<file path="config.mk">
export PLATFORM = sky130hd
export DESIGN_NAME = iscp_port
export DESIGN_NICKNAME = d
export VERILOG_FILES = /design/src/rtl/iscp_pkg.sv /design/src/rtl/iscp_port.sv
export SDC_FILE = /design/constraint.sdc
export NUM_CORES = 1
export LEC_CHECK = 0
export BUFFER_PORTS_ARGS = -buffer_cell sky130_fd_sc_hd__clkbuf_2
export CAP_MARGIN = 10
export CORE_MARGIN = 1
export CORE_UTILIZATION = 45
export CTS_CLUSTER_SIZE = 40
export DETAILED_ROUTE_END_ITERATION = 7
export PLACE_DENSITY = 0.67
export SYNTH_ARGS = -nofsm -noshare
export SYNTH_HDL_FRONTEND = slang
export SYNTH_SLANG_ARGS = --single-unit
</file>
<file path="constraint.sdc">
create_clock -name clk_i -period 2.4 [get_ports clk_i]
set_input_delay 0 -clock clk_i [delete_from_list [all_inputs] [get_ports clk_i]]
set_output_delay 0 -clock clk_i [all_outputs]
set_load 0.02 [all_outputs]
</file>
<file path="src/rtl/iscp_pkg.sv">
package iscp_pkg;
  localparam int unsigned CLK_HZ = 100_000_000;
  localparam int unsigned OVS = 16;
  localparam int unsigned BAUD_A = 9600;
  localparam int unsigned BAUD_B = 19200;
  localparam int unsigned BAUD_C = 38400;
  localparam int unsigned BAUD_D = 115200;
  localparam logic [9:0] DIV_A = 10'(CLK_HZ / (BAUD_A * OVS));
  localparam logic [9:0] DIV_B = 10'(CLK_HZ / (BAUD_B * OVS));
  localparam logic [9:0] DIV_C = 10'(CLK_HZ / (BAUD_C * OVS));
  localparam logic [9:0] DIV_D = 10'(CLK_HZ / (BAUD_D * OVS));
  localparam logic [3:0] OVS_LAST = 4'hF;
  localparam logic [3:0] OVS_MID = 4'h7;
  localparam logic [2:0] DATA_LAST = 3'h7;
  localparam logic [3:0] REC_LEN = 4'hB;
  localparam logic [7:0] ADR_CTRL = 8'h00;
  localparam logic [7:0] ADR_STATUS = 8'h04;
  localparam logic [7:0] ADR_TXDATA = 8'h08;
  localparam logic [7:0] ADR_RXDATA = 8'h0C;
  localparam logic [7:0] ADR_RECBUF = 8'h10;
  localparam int CTRL_IF_LSB = 0;
  localparam int CTRL_BAUD_LSB = 2;
  localparam int CTRL_REC_GO = 4;
  localparam int ST_TX_BUSY = 0;
  localparam int ST_RX_VALID = 1;
  localparam int ST_FRAME_ERR = 2;
  localparam int ST_OVERRUN = 3;
  localparam int ST_REC_BUSY = 4;
  localparam int ST_FILL_LSB = 8;
  localparam logic [3:0] CTRL_RST = 4'h0;
  typedef enum logic [1:0] {
    IF_RS232 = 2'h0,
    IF_USB_COM = 2'h1,
    IF_USB_KBD = 2'h2,
    IF_LAN = 2'h3
  } iscp_if_t;
  typedef enum logic [1:0] {
    BR_A = 2'h0,
    BR_B = 2'h1,
    BR_C = 2'h2,
    BR_D = 2'h3
  } iscp_baud_t;
  typedef struct packed {
    iscp_baud_t baud;
    iscp_if_t ifsel;
  } iscp_ctrl_t;
  typedef struct packed {
    logic overrun;
    logic frame_err;
    logic valid;
    logic [7:0] data;
  } iscp_rx_t;
  typedef enum logic [1:0] {
    SER_IDLE = 2'h0,
    SER_START = 2'h1,
    SER_DATA = 2'h3,
    SER_STOP = 2'h2
  } iscp_ser_st_t;
endpackage

</file>
<file path="src/rtl/iscp_port.sv">
// Local design decisions: the address map and the Wishbone interface to the registers.
`timescale 1ns/1ns
module iscp_port #(
  parameter int ADR_W = 8
) (
  input wire logic clk_i,
  input wire logic rst_i,
  input wire logic wb_cyc_i,
  input wire logic wb_stb_i,
  input wire logic wb_we_i,
  input wire logic [ADR_W-1:0] wb_adr_i,
  input wire logic [3:0] wb_sel_i,
  input wire logic [31:0] wb_dat_i,
  output logic [31:0] wb_dat_o,
  output logic wb_ack_o,
  input wire logic rxd_i,
  output logic txd_o,
  output logic dtr_o,
  output logic rts_o
);
  iscp_pkg::iscp_ctrl_t ctrl_q, ctrl_d;
  iscp_pkg::iscp_rx_t rx_q, rx_d;
  logic ack_q, ack_d;
  logic [31:0] rdat_q, rdat_d;
  logic [9:0] div_cnt_q, div_cnt_d, div_val;
  logic tick_q, tick_d;
  logic [7:0] rec_mem [0:10];
  logic [3:0] fill_q, fill_d, rptr_q, rptr_d;
  logic rec_act_q, rec_act_d;
  logic mem_we;
  iscp_pkg::iscp_ser_st_t tx_st_q, tx_st_d, rx_st_q, rx_st_d;
  logic [3:0] tx_cnt_q, tx_cnt_d, rx_cnt_q, rx_cnt_d;
  logic [2:0] tx_bit_q, tx_bit_d, rx_bit_q, rx_bit_d;
  logic [7:0] tx_sh_q, tx_sh_d, rx_sh_q, rx_sh_d;
  logic txd_q, txd_d;
  logic req, wr, rd, cmd_ok, ser_on, tx_load, rx_done, rx_bad;
  logic [7:0] tx_byte;
  logic [ADR_W-1:0] adr8;

  assign req = wb_cyc_i && wb_stb_i && !ack_q;
  assign wr = req && wb_we_i && wb_sel_i[0];
  assign rd = req && !wb_we_i;
  assign adr8 = wb_adr_i;
  assign ser_on = ctrl_q.ifsel != iscp_pkg::IF_LAN;
  assign cmd_ok = ctrl_q.ifsel == iscp_pkg::IF_RS232 ||
                  ctrl_q.ifsel == iscp_pkg::IF_USB_COM;

  always_comb begin
    case (ctrl_q.baud)
      iscp_pkg::BR_A: div_val = iscp_pkg::DIV_A;
      iscp_pkg::BR_B: div_val = iscp_pkg::DIV_B;
      iscp_pkg::BR_C: div_val = iscp_pkg::DIV_C;
      default: div_val = iscp_pkg::DIV_D;
    endcase
    tick_d = div_cnt_q == 10'h000;
    div_cnt_d = tick_d ? div_val - 10'h001 : div_cnt_q - 10'h001;
  end

  // Register file and record buffer control.
  always_comb begin
    ctrl_d = ctrl_q;
    rx_d = rx_q;
    ack_d = wb_cyc_i && wb_stb_i && !ack_q;
    rdat_d = 32'h0000_0000;
    fill_d = fill_q;
    rptr_d = rptr_q;
    rec_act_d = rec_act_q;
    mem_we = 1'b0;
    tx_load = 1'b0;
    tx_byte = wb_dat_i[7:0];
    if (rd) begin
      case (adr8)
        iscp_pkg::ADR_CTRL: rdat_d[3:0] = ctrl_q;
        iscp_pkg::ADR_STATUS: begin
          rdat_d[iscp_pkg::ST_TX_BUSY] = tx_st_q != iscp_pkg::SER_IDLE;
          rdat_d[iscp_pkg::ST_RX_VALID] = rx_q.valid;
          rdat_d[iscp_pkg::ST_FRAME_ERR] = rx_q.frame_err;
          rdat_d[iscp_pkg::ST_OVERRUN] = rx_q.overrun;
          rdat_d[iscp_pkg::ST_REC_BUSY] = rec_act_q;
          rdat_d[iscp_pkg::ST_FILL_LSB +: 4] = fill_q;
        end
        iscp_pkg::ADR_RXDATA: begin
          rdat_d[7:0] = rx_q.data;
          rx_d.valid = 1'b0;
        end
        default: rdat_d = 32'h0000_0000;
      endcase
    end
    if (wr && adr8 == iscp_pkg::ADR_CTRL && !rec_act_q) begin
      ctrl_d = wb_dat_i[3:0];
      if (wb_dat_i[iscp_pkg::CTRL_REC_GO] && fill_q == iscp_pkg::REC_LEN &&
          ser_on) begin
        rec_act_d = 1'b1;
        rptr_d = 4'h0;
      end
    end
    if (wr && adr8 == iscp_pkg::ADR_STATUS) begin
      if (wb_dat_i[iscp_pkg::ST_FRAME_ERR]) rx_d.frame_err = 1'b0;
      if (wb_dat_i[iscp_pkg::ST_OVERRUN]) rx_d.overrun = 1'b0;
    end
    if (wr && adr8 == iscp_pkg::ADR_RECBUF && !rec_act_q &&
        fill_q != iscp_pkg::REC_LEN) begin
      mem_we = 1'b1;
      fill_d = fill_q + 4'h1;
    end
    if (rec_act_q && tx_st_q == iscp_pkg::SER_IDLE) begin
      if (rptr_q == iscp_pkg::REC_LEN) begin
        rec_act_d = 1'b0;
        fill_d = 4'h0;
      end else begin
        tx_load = 1'b1;
        tx_byte = rec_mem[rptr_q];
        rptr_d = rptr_q + 4'h1;
      end
    end else if (wr && adr8 == iscp_pkg::ADR_TXDATA && ser_on &&
                 !rec_act_q && tx_st_q == iscp_pkg::SER_IDLE) begin
      tx_load = 1'b1;
    end
    if (rx_done) begin
      if (rx_d.valid) rx_d.overrun = 1'b1;
      rx_d.valid = 1'b1;
      rx_d.data = rx_sh_q;
    end
    if (rx_bad) rx_d.frame_err = 1'b1;
  end

  always_comb begin
    tx_st_d = tx_st_q;
    tx_cnt_d = tx_cnt_q;
    tx_bit_d = tx_bit_q;
    tx_sh_d = tx_sh_q;
    case (tx_st_q)
      iscp_pkg::SER_IDLE: begin
        if (tx_load) begin
          tx_st_d = iscp_pkg::SER_START;
          tx_sh_d = tx_byte;
          tx_cnt_d = 4'h0;
          tx_bit_d = 3'h0;
        end
      end
      iscp_pkg::SER_START: begin
        if (tick_q) begin
          tx_cnt_d = tx_cnt_q + 4'h1;
          if (tx_cnt_q == iscp_pkg::OVS_LAST) tx_st_d = iscp_pkg::SER_DATA;
        end
      end
      iscp_pkg::SER_DATA: begin
        if (tick_q) begin
          tx_cnt_d = tx_cnt_q + 4'h1;
          if (tx_cnt_q == iscp_pkg::OVS_LAST) begin
            if (tx_bit_q == iscp_pkg::DATA_LAST) begin
              tx_st_d = iscp_pkg::SER_STOP;
            end else begin
              tx_sh_d = {1'b0, tx_sh_q[7:1]};
              tx_bit_d = tx_bit_q + 3'h1;
            end
          end
        end
      end
      iscp_pkg::SER_STOP: begin
        if (tick_q) begin
          tx_cnt_d = tx_cnt_q + 4'h1;
          if (tx_cnt_q == iscp_pkg::OVS_LAST) tx_st_d = iscp_pkg::SER_IDLE;
        end
      end
      default: tx_st_d = iscp_pkg::SER_IDLE;
    endcase
    // data leaves on the transmit line.
    case (tx_st_d)
      iscp_pkg::SER_START: txd_d = 1'b0;
      iscp_pkg::SER_DATA: txd_d = tx_sh_d[0];
      default: txd_d = 1'b1;
    endcase
  end

  always_comb begin
    rx_st_d = rx_st_q;
    rx_cnt_d = rx_cnt_q;
    rx_bit_d = rx_bit_q;
    rx_sh_d = rx_sh_q;
    rx_done = 1'b0;
    rx_bad = 1'b0;
    case (rx_st_q)
      iscp_pkg::SER_IDLE: begin
        if (!rxd_i && cmd_ok) begin
          rx_st_d = iscp_pkg::SER_START;
          rx_cnt_d = 4'h0;
        end
      end
      iscp_pkg::SER_START: begin
        if (tick_q) begin
          rx_cnt_d = rx_cnt_q + 4'h1;
          if (rx_cnt_q == iscp_pkg::OVS_MID) begin
            rx_st_d = rxd_i ? iscp_pkg::SER_IDLE : iscp_pkg::SER_DATA;
            rx_cnt_d = 4'h0;
            rx_bit_d = 3'h0;
          end
        end
      end
      iscp_pkg::SER_DATA: begin
        if (tick_q) begin
          rx_cnt_d = rx_cnt_q + 4'h1;
          if (rx_cnt_q == iscp_pkg::OVS_LAST) begin
            rx_sh_d = {rxd_i, rx_sh_q[7:1]};
            rx_bit_d = rx_bit_q + 3'h1;
            if (rx_bit_q == iscp_pkg::DATA_LAST) rx_st_d = iscp_pkg::SER_STOP;
          end
        end
      end
      iscp_pkg::SER_STOP: begin
        if (tick_q) begin
          rx_cnt_d = rx_cnt_q + 4'h1;
          if (rx_cnt_q == iscp_pkg::OVS_LAST) begin
            rx_st_d = iscp_pkg::SER_IDLE;
            rx_done = rxd_i && cmd_ok;
            rx_bad = !rxd_i;
          end
        end
      end
      default: rx_st_d = iscp_pkg::SER_IDLE;
    endcase
  end

  always_ff @(posedge clk_i) begin
    if (rst_i) begin
      ctrl_q <= iscp_pkg::CTRL_RST;
      rx_q <= '0;
      ack_q <= 1'b0;
      rdat_q <= 32'h0000_0000;
      div_cnt_q <= 10'h000;
      tick_q <= 1'b0;
      fill_q <= 4'h0;
      rptr_q <= 4'h0;
      rec_act_q <= 1'b0;
      tx_st_q <= iscp_pkg::SER_IDLE;
      tx_cnt_q <= 4'h0;
      tx_bit_q <= 3'h0;
      tx_sh_q <= 8'h00;
      txd_q <= 1'b1;
      rx_st_q <= iscp_pkg::SER_IDLE;
      rx_cnt_q <= 4'h0;
      rx_bit_q <= 3'h0;
      rx_sh_q <= 8'h00;
    end else begin
      ctrl_q <= ctrl_d;
      rx_q <= rx_d;
      ack_q <= ack_d;
      rdat_q <= rdat_d;
      div_cnt_q <= div_cnt_d;
      tick_q <= tick_d;
      fill_q <= fill_d;
      rptr_q <= rptr_d;
      rec_act_q <= rec_act_d;
      tx_st_q <= tx_st_d;
      tx_cnt_q <= tx_cnt_d;
      tx_bit_q <= tx_bit_d;
      tx_sh_q <= tx_sh_d;
      txd_q <= txd_d;
      rx_st_q <= rx_st_d;
      rx_cnt_q <= rx_cnt_d;
      rx_bit_q <= rx_bit_d;
      rx_sh_q <= rx_sh_d;
    end
  end

  always_ff @(posedge clk_i) begin
    if (mem_we) rec_mem[fill_q] <= wb_dat_i[7:0];
  end

  assign wb_ack_o = ack_q;
  assign wb_dat_o = rdat_q;
  // only receive and transmit data used.
  assign txd_o = txd_q;
  assign dtr_o = 1'b1;
  assign rts_o = 1'b1;
endmodule

</file>
* After elaboration in Yosys (flattened, before gate mapping)
Memory sizes are Yosys's and may differ from the RTL's. A register that Yosys moved wholly into a read port is not among the register bits.
Index checks and enable logic that the tools add are counted.
** Cells by class
- Bitwise operators :: 3
- Multipliers :: 0
- Reductions and logical operators :: 48
- Mux-type cells :: 82
- Div/mod/pow operators :: 0
- Shifts and indexed selects :: 0
- Add/subtract/negate cells :: 8
- Magnitude comparators :: 0
- Equality and inequality tests :: 38
** Operator list (number)
- $mux W4 :: 14
- $mux W8 :: 6
- $mux W2 :: 18
- $pmux W10 S3 :: 1
- $ne A2 B2 Y1 const B :: 13
- $mux W3 :: 8
- $pmux W4 S3 :: 2
- $mux W1 :: 23
- $logic_and A1 B1 Y1 :: 20
- $sub A10 B1 Y10 const B :: 2
- $add A4 B1 Y4 const B :: 4
- $eq A4 B4 Y1 const B :: 4
- $eq A8 B4 Y1 const B :: 2
- $pmux W2 S4 :: 2
- $pmux W8 S2 :: 1
- $eq A2 B2 Y1 const B :: 6
- $pmux W3 S2 :: 2
- $eq A2 B1 Y1 const B :: 5
- $logic_not A10 Y1 :: 1
- $mux W10 :: 1
- $reduce_and A5 Y1 :: 2
- $reduce_bool A2 Y1 :: 5
- $mux W9 :: 1
- $reduce_or A3 Y1 :: 3
- other kinds (18) :: 33
** Storage, ports and cells
- Bits of input ports :: 50
- Memory bits (read-only) :: 0
- Latch bits :: 0
- Bits in writable memories :: 88
- Flip-flop bits (word level) :: 103
- Memories kept :: 1
** Memory list
- rec_mem :: words 11, width 8, read ports 1, clocked after memory_dff 1, wr ports 1, line iscp_port.sv:27 : logic [7:0] rec_mem [0:10];

* Depth between registers and ports, before layout
Gate-level depths: netlist of the first run.
- Word-level depth :: 14
- Depth in mapped cells :: 12
- Depth with buffers taken out :: 11

* Worst setup path before layout of the first run
Ideal clock, no wire load.
- Kind :: flip-flop to flip-flop
- Start point :: register div_cnt_q[1]
- End point :: register div_cnt_q[8]
- Stages on the path, launching flop included :: 12
- Clock period less this slack :: 2.446 ns
- Required time :: 2.314 ns
- Setup slack :: -0.046 ns
- Arrival time :: 2.360 ns
- Buffers on the path :: 1
- Cell sequence :: dfxtp_1 > or4_1 > buf_2 > nor4_4 > and2_1 > nor2_1 > ha_1 > nor2b_1 > nand2b_1 > nor2_1 > xnor2_1 > a211oi_1
** On the way
- Word-level cells in the longest chain between the ends :: 2
- Elaborated cells between the ends (all ways) :: 3
- Those cells by class :: 1 x add/sub; 1 x mux; 1 x reduce/logical
** Ends and longest elaborated chain
- start, declared :: line iscp_port.sv:25 : logic [9:0] div_cnt_q, div_cnt_d, div_val;
- start signal, assigned :: line iscp_port.sv:249 : div_cnt_q <= div_cnt_d;
- $sub A10 B1 Y10 or $logic_not A10 Y1 (tied branches) :: line iscp_port.sv:56, iscp_port.sv:55
- $mux W10 * :: line iscp_port.sv:56 : div_cnt_d = tick_d ? div_val - 10'h001 : div_cnt_q - 10'h001;
Mark *: on every way between the ends. The rest lies on a longest branch, timed or not.
A chain may end at the register's enable or synchronous reset.

* Final worst setup path of the first run
- Start point :: register div_cnt_q[4]
- End point :: register div_cnt_q[8]
The elaborated chain is that of the path after synthesis.

==> metrics, run 1 <==
Setup CP Type flop to flop; Max Clock Freq 428.9 MHz; Netlist cell types 70; port bufs 36; post-synthesis sequential area ratio 56.26%; initial antenna violation count 0; Hold Fails Final Rpt 0; TritonCTS clock tree done; CP Data Required Time 2.75 ns; fin crit period 2.332 ns; number of standard cells after synthesis 648; first-pass GRT wire length 26,980 um; Synth top area share 34.54%; fin cells 950; Vias 5,239; Core Util, Final 53.61%; GRT Total Usage 19.90%; Placed Area 0.008160 mm2; Post-DP HPWL 11,430 um; Final period util 97.16%; Root Buffer clkbuf_16; Min Hold Slack 0.02253 ns; H-tree depth 4; share of layout cells above drive strength 1 21.51%; Post-DRT Antenna Nets 0; Max Transition Viols Final 0; Initial DRC Count 329; Post-synth top cells edfxtp_1, dfxtp_1, nor2_1; Post-synth EDFFs 88; clock transition at the registers of the reported paths 0.07 ns; final global-route overflow total 0; skew final 0.009128 ns; Initial Util 46.14%; Synth area leader edfxtp_1; Worst EP arrival 2.68 ns; Final Cell Area 0.008891 mm2; num rows 47; Max Cap Violations 0; clock latency on the worst-skew pair 0.43 ns; crit start category flop; post-route setup slack 0.06825 ns; Async S/R FF share, synth 0%; YS warnings 0; Avg Vias per Cell 5.515; Die Y 132.4 um; Syn Std Cell Area 0.007651 mm2; Area contributors post-synth edfxtp_1, dfxtp_1, mux2i_1; Layout Nets 783; most frequent cell after synthesis edfxtp_1; Worst VDD drop 678.8 uV; Crit. End Element flop; Core Area 0.01658 mm2; DRT Wirelength 16,660 um; Syn-to-layout area delta 16.21%; I/O pin count 86; worst-margin pin slew 0.7418 ns; Die Wd 132.4 um; # DRC 0; vias in the first global route 5,286; Synth Flop Type edfxtp_1; Final setup viols 0; HP Class input pin to flop; clock tree buffer depth 2; area of the die 0.01753 mm2; Mean Syn Cell Area 11.81 um2; largest net degree at the start of global routing 38; routed length per instance 17.54 um; status completed; Sink Count 171; PwrDens 846.9 mW/mm2; first drt pass iteration count 4; post-synthesis register bit count 171; crit-path max FO 4; Inserted Diodes 0; placed cell count 903; Lkg Pwr 3.232 nW; Place WS -0.05718 ns; CTS buffer count 17; Power Total 7.530 mW; RSZ-0062 raised after global routing true; normalized max-slew margin 49.27%; Final GP Congestion 0.8281; setup TNS 0 ns; fillers 1,412
[layer usage]
metal  part of all wire (%)  global-route usage (%)  vias up
met5                      0                       0        -
met4                    1.2                   6.066        0
met3                    5.3                   4.268       17
met2                     47                   32.40      158
met1                     46                   26.60     2545
li1                       -                       -     2519
[sequential cells by signal, summed over array words and instances, names as in the netlist]
signal and cells:
rx_bit_q 3, rx_st_q 2, txd_o 1, rx_sh_q 8, tx_st_q 2, rec_mem 88, rx_cnt_q 4, tick_q 1
wb_ack_o 1, ctrl_q 4, fill_q 4, tx_cnt_q 4, tx_sh_q 8, wb_dat_o 12, rx_q 11, rec_act_q 1
div_cnt_q 10, tx_bit_q 3, rptr_q 4
[cell usage in the layout, fill, tap and decap left out, types with 4 or more instances in the layout]
| master | instances |
|---|---|
| edfxtp_1 | 88 |
| dfxtp_1 | 81 |
| nor2_1 | 50 |
| a21oi_1 | 38 |
| clkbuf_2 | 36 |
| mux2i_1 | 35 |
| buf_4 | 35 |
| nand3_1 | 23 |
| nand2_1 | 22 |
| conb_1 | 22 |
| and2_1 | 18 |
| o21ai_0 | 18 |
| clkbuf_16 | 17 |
| ha_1 | 15 |
| nor3_1 | 14 |
| mux2_2 | 12 |
| nand4_1 | 11 |
| dlygate4sd3_1 | 11 |
| inv_1 | 10 |
| nand2b_1 | 9 |
| mux4_2 | 9 |
| nor2b_1 | 8 |
| and3_1 | 6 |
| a31oi_1 | 6 |
| a221oi_1 | 6 |
| nand3b_1 | 5 |
| or3_1 | 5 |
| o2bb2ai_1 | 5 |
| xor2_1 | 5 |
| a22oi_1 | 5 |
| inv_6 | 5 |
| a21o_1 | 4 |
| or4_1 | 4 |
| a211o_1 | 4 |
[path summary, 6_finish.rpt]
check / from / slack [ns] / cells past startpoint / end
max reg2reg: div_cnt_q[4] / 0.07 / 10 / div_cnt_q[8]
max: div_cnt_q[4] / 0.07 / 10 / div_cnt_q[8]
min: wb_dat_i[1] / 0.02 / 1 / rec_mem[8][1]
min reg2reg: rx_q[10] / 0.47 / 2 / rx_q[10]
[power by group]
| group | internal (mW) | total (mW) | leakage [nW] | switching [mW] |
|---|---|---|---|---|
| sequential | 3.19 | 3.34 | 1.46 | 0.151 |
| clock | 1.35 | 2.54 | 0.257 | 1.19 |
| combinational | 0.725 | 1.65 | 1.51 | 0.923 |
[kinds of logic after synthesis]
kind of cell / synth area share (%)
adders and majority gates: 2.616
DFF: 56.26
xor gates and xnor gates: 1.030
AOI/OAI and AO/OA: 10.38
and+or+nand+nor: 15.78
buffers and inverters: 4.840
other: 0.09816
muxes: 8.994
[repair_timing]
item,CTS,global route
resized for setup,2,11
hold buffers,11,0
setup endpoints to repair,2,4
endpoints found under the hold margin,70,0
buffers inserted,1,3
pin swaps,2,8
[worst max-delay path: stages, from the launching register on]
cell and delay [ns]:
dfxtp_2 0.32, or4_4 0.60, nor4_4 0.27, and2_4 0.22, nor2_2 0.04, ha_2 0.19
nor2b_4 0.14, nand2b_4 0.09, nor2_4 0.05, xnor2_2 0.13, a211oi_2 0.22
[final cells by class]
class	instances	area, um2	area share (%)
inverter	11	41.29	0.4644
multi-input combinational	431	3115	35.04
tap	220	275.3	3.096
timing repair buffer	85	613.1	6.896
clock inverter	13	106.4	1.196
sequential	171	4307	48.44
clock buffer	19	432.9	4.869
(Power assumes the default switching activity.)
==> run 2: changes to the inputs <==
--- a/config.mk
+++ b/config.mk
@@ -7,11 +7,13 @@
 export LEC_CHECK = 0
 export BUFFER_PORTS_ARGS = -buffer_cell sky130_fd_sc_hd__clkbuf_2
 export CAP_MARGIN = 10
+export CELL_PAD_IN_SITES_DETAIL_PLACEMENT = 1
+export CELL_PAD_IN_SITES_GLOBAL_PLACEMENT = 2
 export CORE_MARGIN = 1
-export CORE_UTILIZATION = 45
+export CORE_UTILIZATION = 35
 export CTS_CLUSTER_SIZE = 40
 export DETAILED_ROUTE_END_ITERATION = 7
-export PLACE_DENSITY = 0.67
+export PLACE_DENSITY = 0.76
 export SYNTH_ARGS = -nofsm -noshare
 export SYNTH_HDL_FRONTEND = slang
 export SYNTH_SLANG_ARGS = --single-unit
==> run 2 against run 1 <==
  * Largest power group unchanged
  * Wire length rose by 15%
  * Register-to-register slack worse by 0.05 ns
  * Non-clock buffer count increased by 4
  * Core utilization shrank 11 points
==> metrics, run 2 (synthesized netlist as in run 1, its figures left out) <==
Reg2Reg Depth 11 (+1); reg-to-reg startpoint div_cnt_q[4]; initial antenna violation count 0 (unchanged); crit-path max FO 4 (unchanged); # DRC 0 (unchanged); Max Cap Violations 0 (unchanged); CTS buffer count 17 (unchanged); Setup CP Type flop to flop; Avg Vias per Cell 5.316 (-3.6%); clock tree buffer depth 2 (unchanged); Max Transition Viols Final 0 (unchanged); first drt pass iteration count 4 (unchanged); Worst setup startpoint div_cnt_q[4]; clock latency on the worst-skew pair 0.43 ns (about the same); area of the die 0.02246 mm2 (+28%); Core Area 0.02122 mm2 (+28%); RR Endpoint div_cnt_q[8]; worst-margin pin slew 0.6301 ns (-0.1117 ns); fin cells 1,008 (+6.1%); clock transition at the registers of the reported paths 0.07 ns (about the same); TritonCTS clock tree done; Final GP Congestion 0.7927 (-4.3%); final global-route overflow total 0 (unchanged); most used cell, CP nor2_2; Reg2Reg Setup Slack 0.02 ns (-0.05 ns); Inserted Diodes 0 (unchanged); Vias 5,359 (+2.3%); Layout Nets 787 (+0.51%); Post-DP HPWL 13,120 um (+15%); commonest non-fill, non-tap cell in the layout edfxtp_1; Syn-to-layout area delta 18.20%; crit path cell chain or4_4 > nor3_4 > nand2b_1 > nor2_2 > nor2_1 > ha_2 > nor2b_4 > nand2b_4 > nor2_2 > xnor2_1 > a211oi_1; Die Wd 149.9 um (+13%); I/O pin count 86 (unchanged); DRT Wirelength 19,150 um (+15%); num rows 53 (+13%); end of the critical path div_cnt_q[8]; Final Cell Area 0.009044 mm2 (+1.7%); Core Util, Final 42.62% (-11 points); HP Class input pin to flop; port bufs 36 (unchanged); CP peak stage delay 0.58 ns (-0.02 ns); Die Y 149.9 um (+13%); Crit. End Element flop; Initial Util 36.06% (-10 points); most frequent cells in the layout edfxtp_1, dfxtp_1, nor2_1, a21oi_1, clkbuf_2; Root Buffer clkbuf_16; placed cell count 957 (+6.0%); H-tree depth 4 (unchanged); skew final 0.008846 ns (-0.0002814 ns); post-route setup slack 0.01809 ns (-0.05016 ns); Final period util 99.25% (+2.1 points); PwrDens 835.0 mW/mm2 (-1.4%); Reg with most FFs rec_mem; CP max stage cell or4_4; Lkg Pwr 3.259 nW (+0.84%); vias in the first global route 5,641 (+6.7%); GRT Total Usage 17.72% (-2.2 points); Worst EP arrival 2.71 ns (+0.03 ns); Worst VDD drop 473.0 uV (-30%); CP Data Required Time 2.73 ns (-0.02 ns); Hold Fails Final Rpt 0 (unchanged); Final setup viols 0 (unchanged); setup TNS 0 ns (unchanged); Max Clock Freq 419.8 MHz (-2.1%); routed length per instance 19.00 um (+8.3%); Initial DRC Count 294 (-11%); Post-DRT Antenna Nets 0 (unchanged); Place WS -0.1246 ns (-0.06741 ns); max reg flops 88 (unchanged); share of layout cells above drive strength 1 21.15% (-0.36 points); normalized max-slew margin 57.55% (+8.3 points); fin crit period 2.382 ns (+0.05016 ns); first-pass GRT wire length 30,270 um (+12%); critical hold path startpoint wb_dat_i[3]; Sink Count 171 (unchanged); largest net degree at the start of global routing 39 (+2.6%); status completed; Placed Area 0.008297 mm2 (+1.7%); crit start category flop
run 2: worst min path at each step:
stage	depth (start not counted)	endpoint	slack, ns
floorplan	1	tx_st_q[0]	0.08
global placement	3	wb_ack_o	0.29
detailed placement	3	wb_ack_o	0.30
CTS	1	rec_mem[1][3]	0.02
global route	1	rec_mem[1][3]	0.02
finish	1	rec_mem[1][3]	0.03
run 2: through the flow:
step	power, mW	hold slack [ns]
after floorplan	4.422	0.08405
after global placement	4.778	0.2920
after detailed placement	4.850	0.2973
after CTS	7.443	0.01505
after global routing	7.891	0.02183
final	7.552	0.02846
run 2: area by class of cell:
cell class                      instances  area, um2
Clock buffer                           20      436.7
Fill cell                            2292      12180
Multi-Input combinational cell        431       3104
Timing Repair Buffer                   89      723.2
Sequential cell                       171       4308
Inverter                               11      41.29
Clock inverter                         11      86.33
Tap cell                              275      344.1
run 2: repair_timing:
item	CTS	global route
gates resized for setup	4	7
buffers inserted	2	5
pin swaps	2	9
hold buffers	13	0
endpoints found under the hold margin	78	0
endpoints found under the setup margin	3	37
cloned	0	0
run 2: where the power goes:
| group | switching (mW) | internal (mW) | leakage, nW |
|---|---|---|---|
| combinational | 0.957 | 0.749 | 1.55 |
| clock | 1.17 | 1.33 | 0.249 |
| sequential | 0.152 | 3.19 | 1.46 |
run 2: worst max-delay path, delay by kind of cell (launching register included):
family,cells,cell delay (ns)
simple gates,8,1.39
fa+ha+maj,1,0.19
flops,1,0.32
xor+xnor,1,0.13
compound gates,1,0.26
run 2: layer usage:
metal  wire (um)  up-vias  track usage [%]  share of wire (%)
met5           0        -                0                  0
met4         215        0            4.899                1.1
met3         665       14            3.506                3.5
met2        9714       98            31.18                 51
met1        8554     2725            21.92                 45
li1            -     2522                -                  -
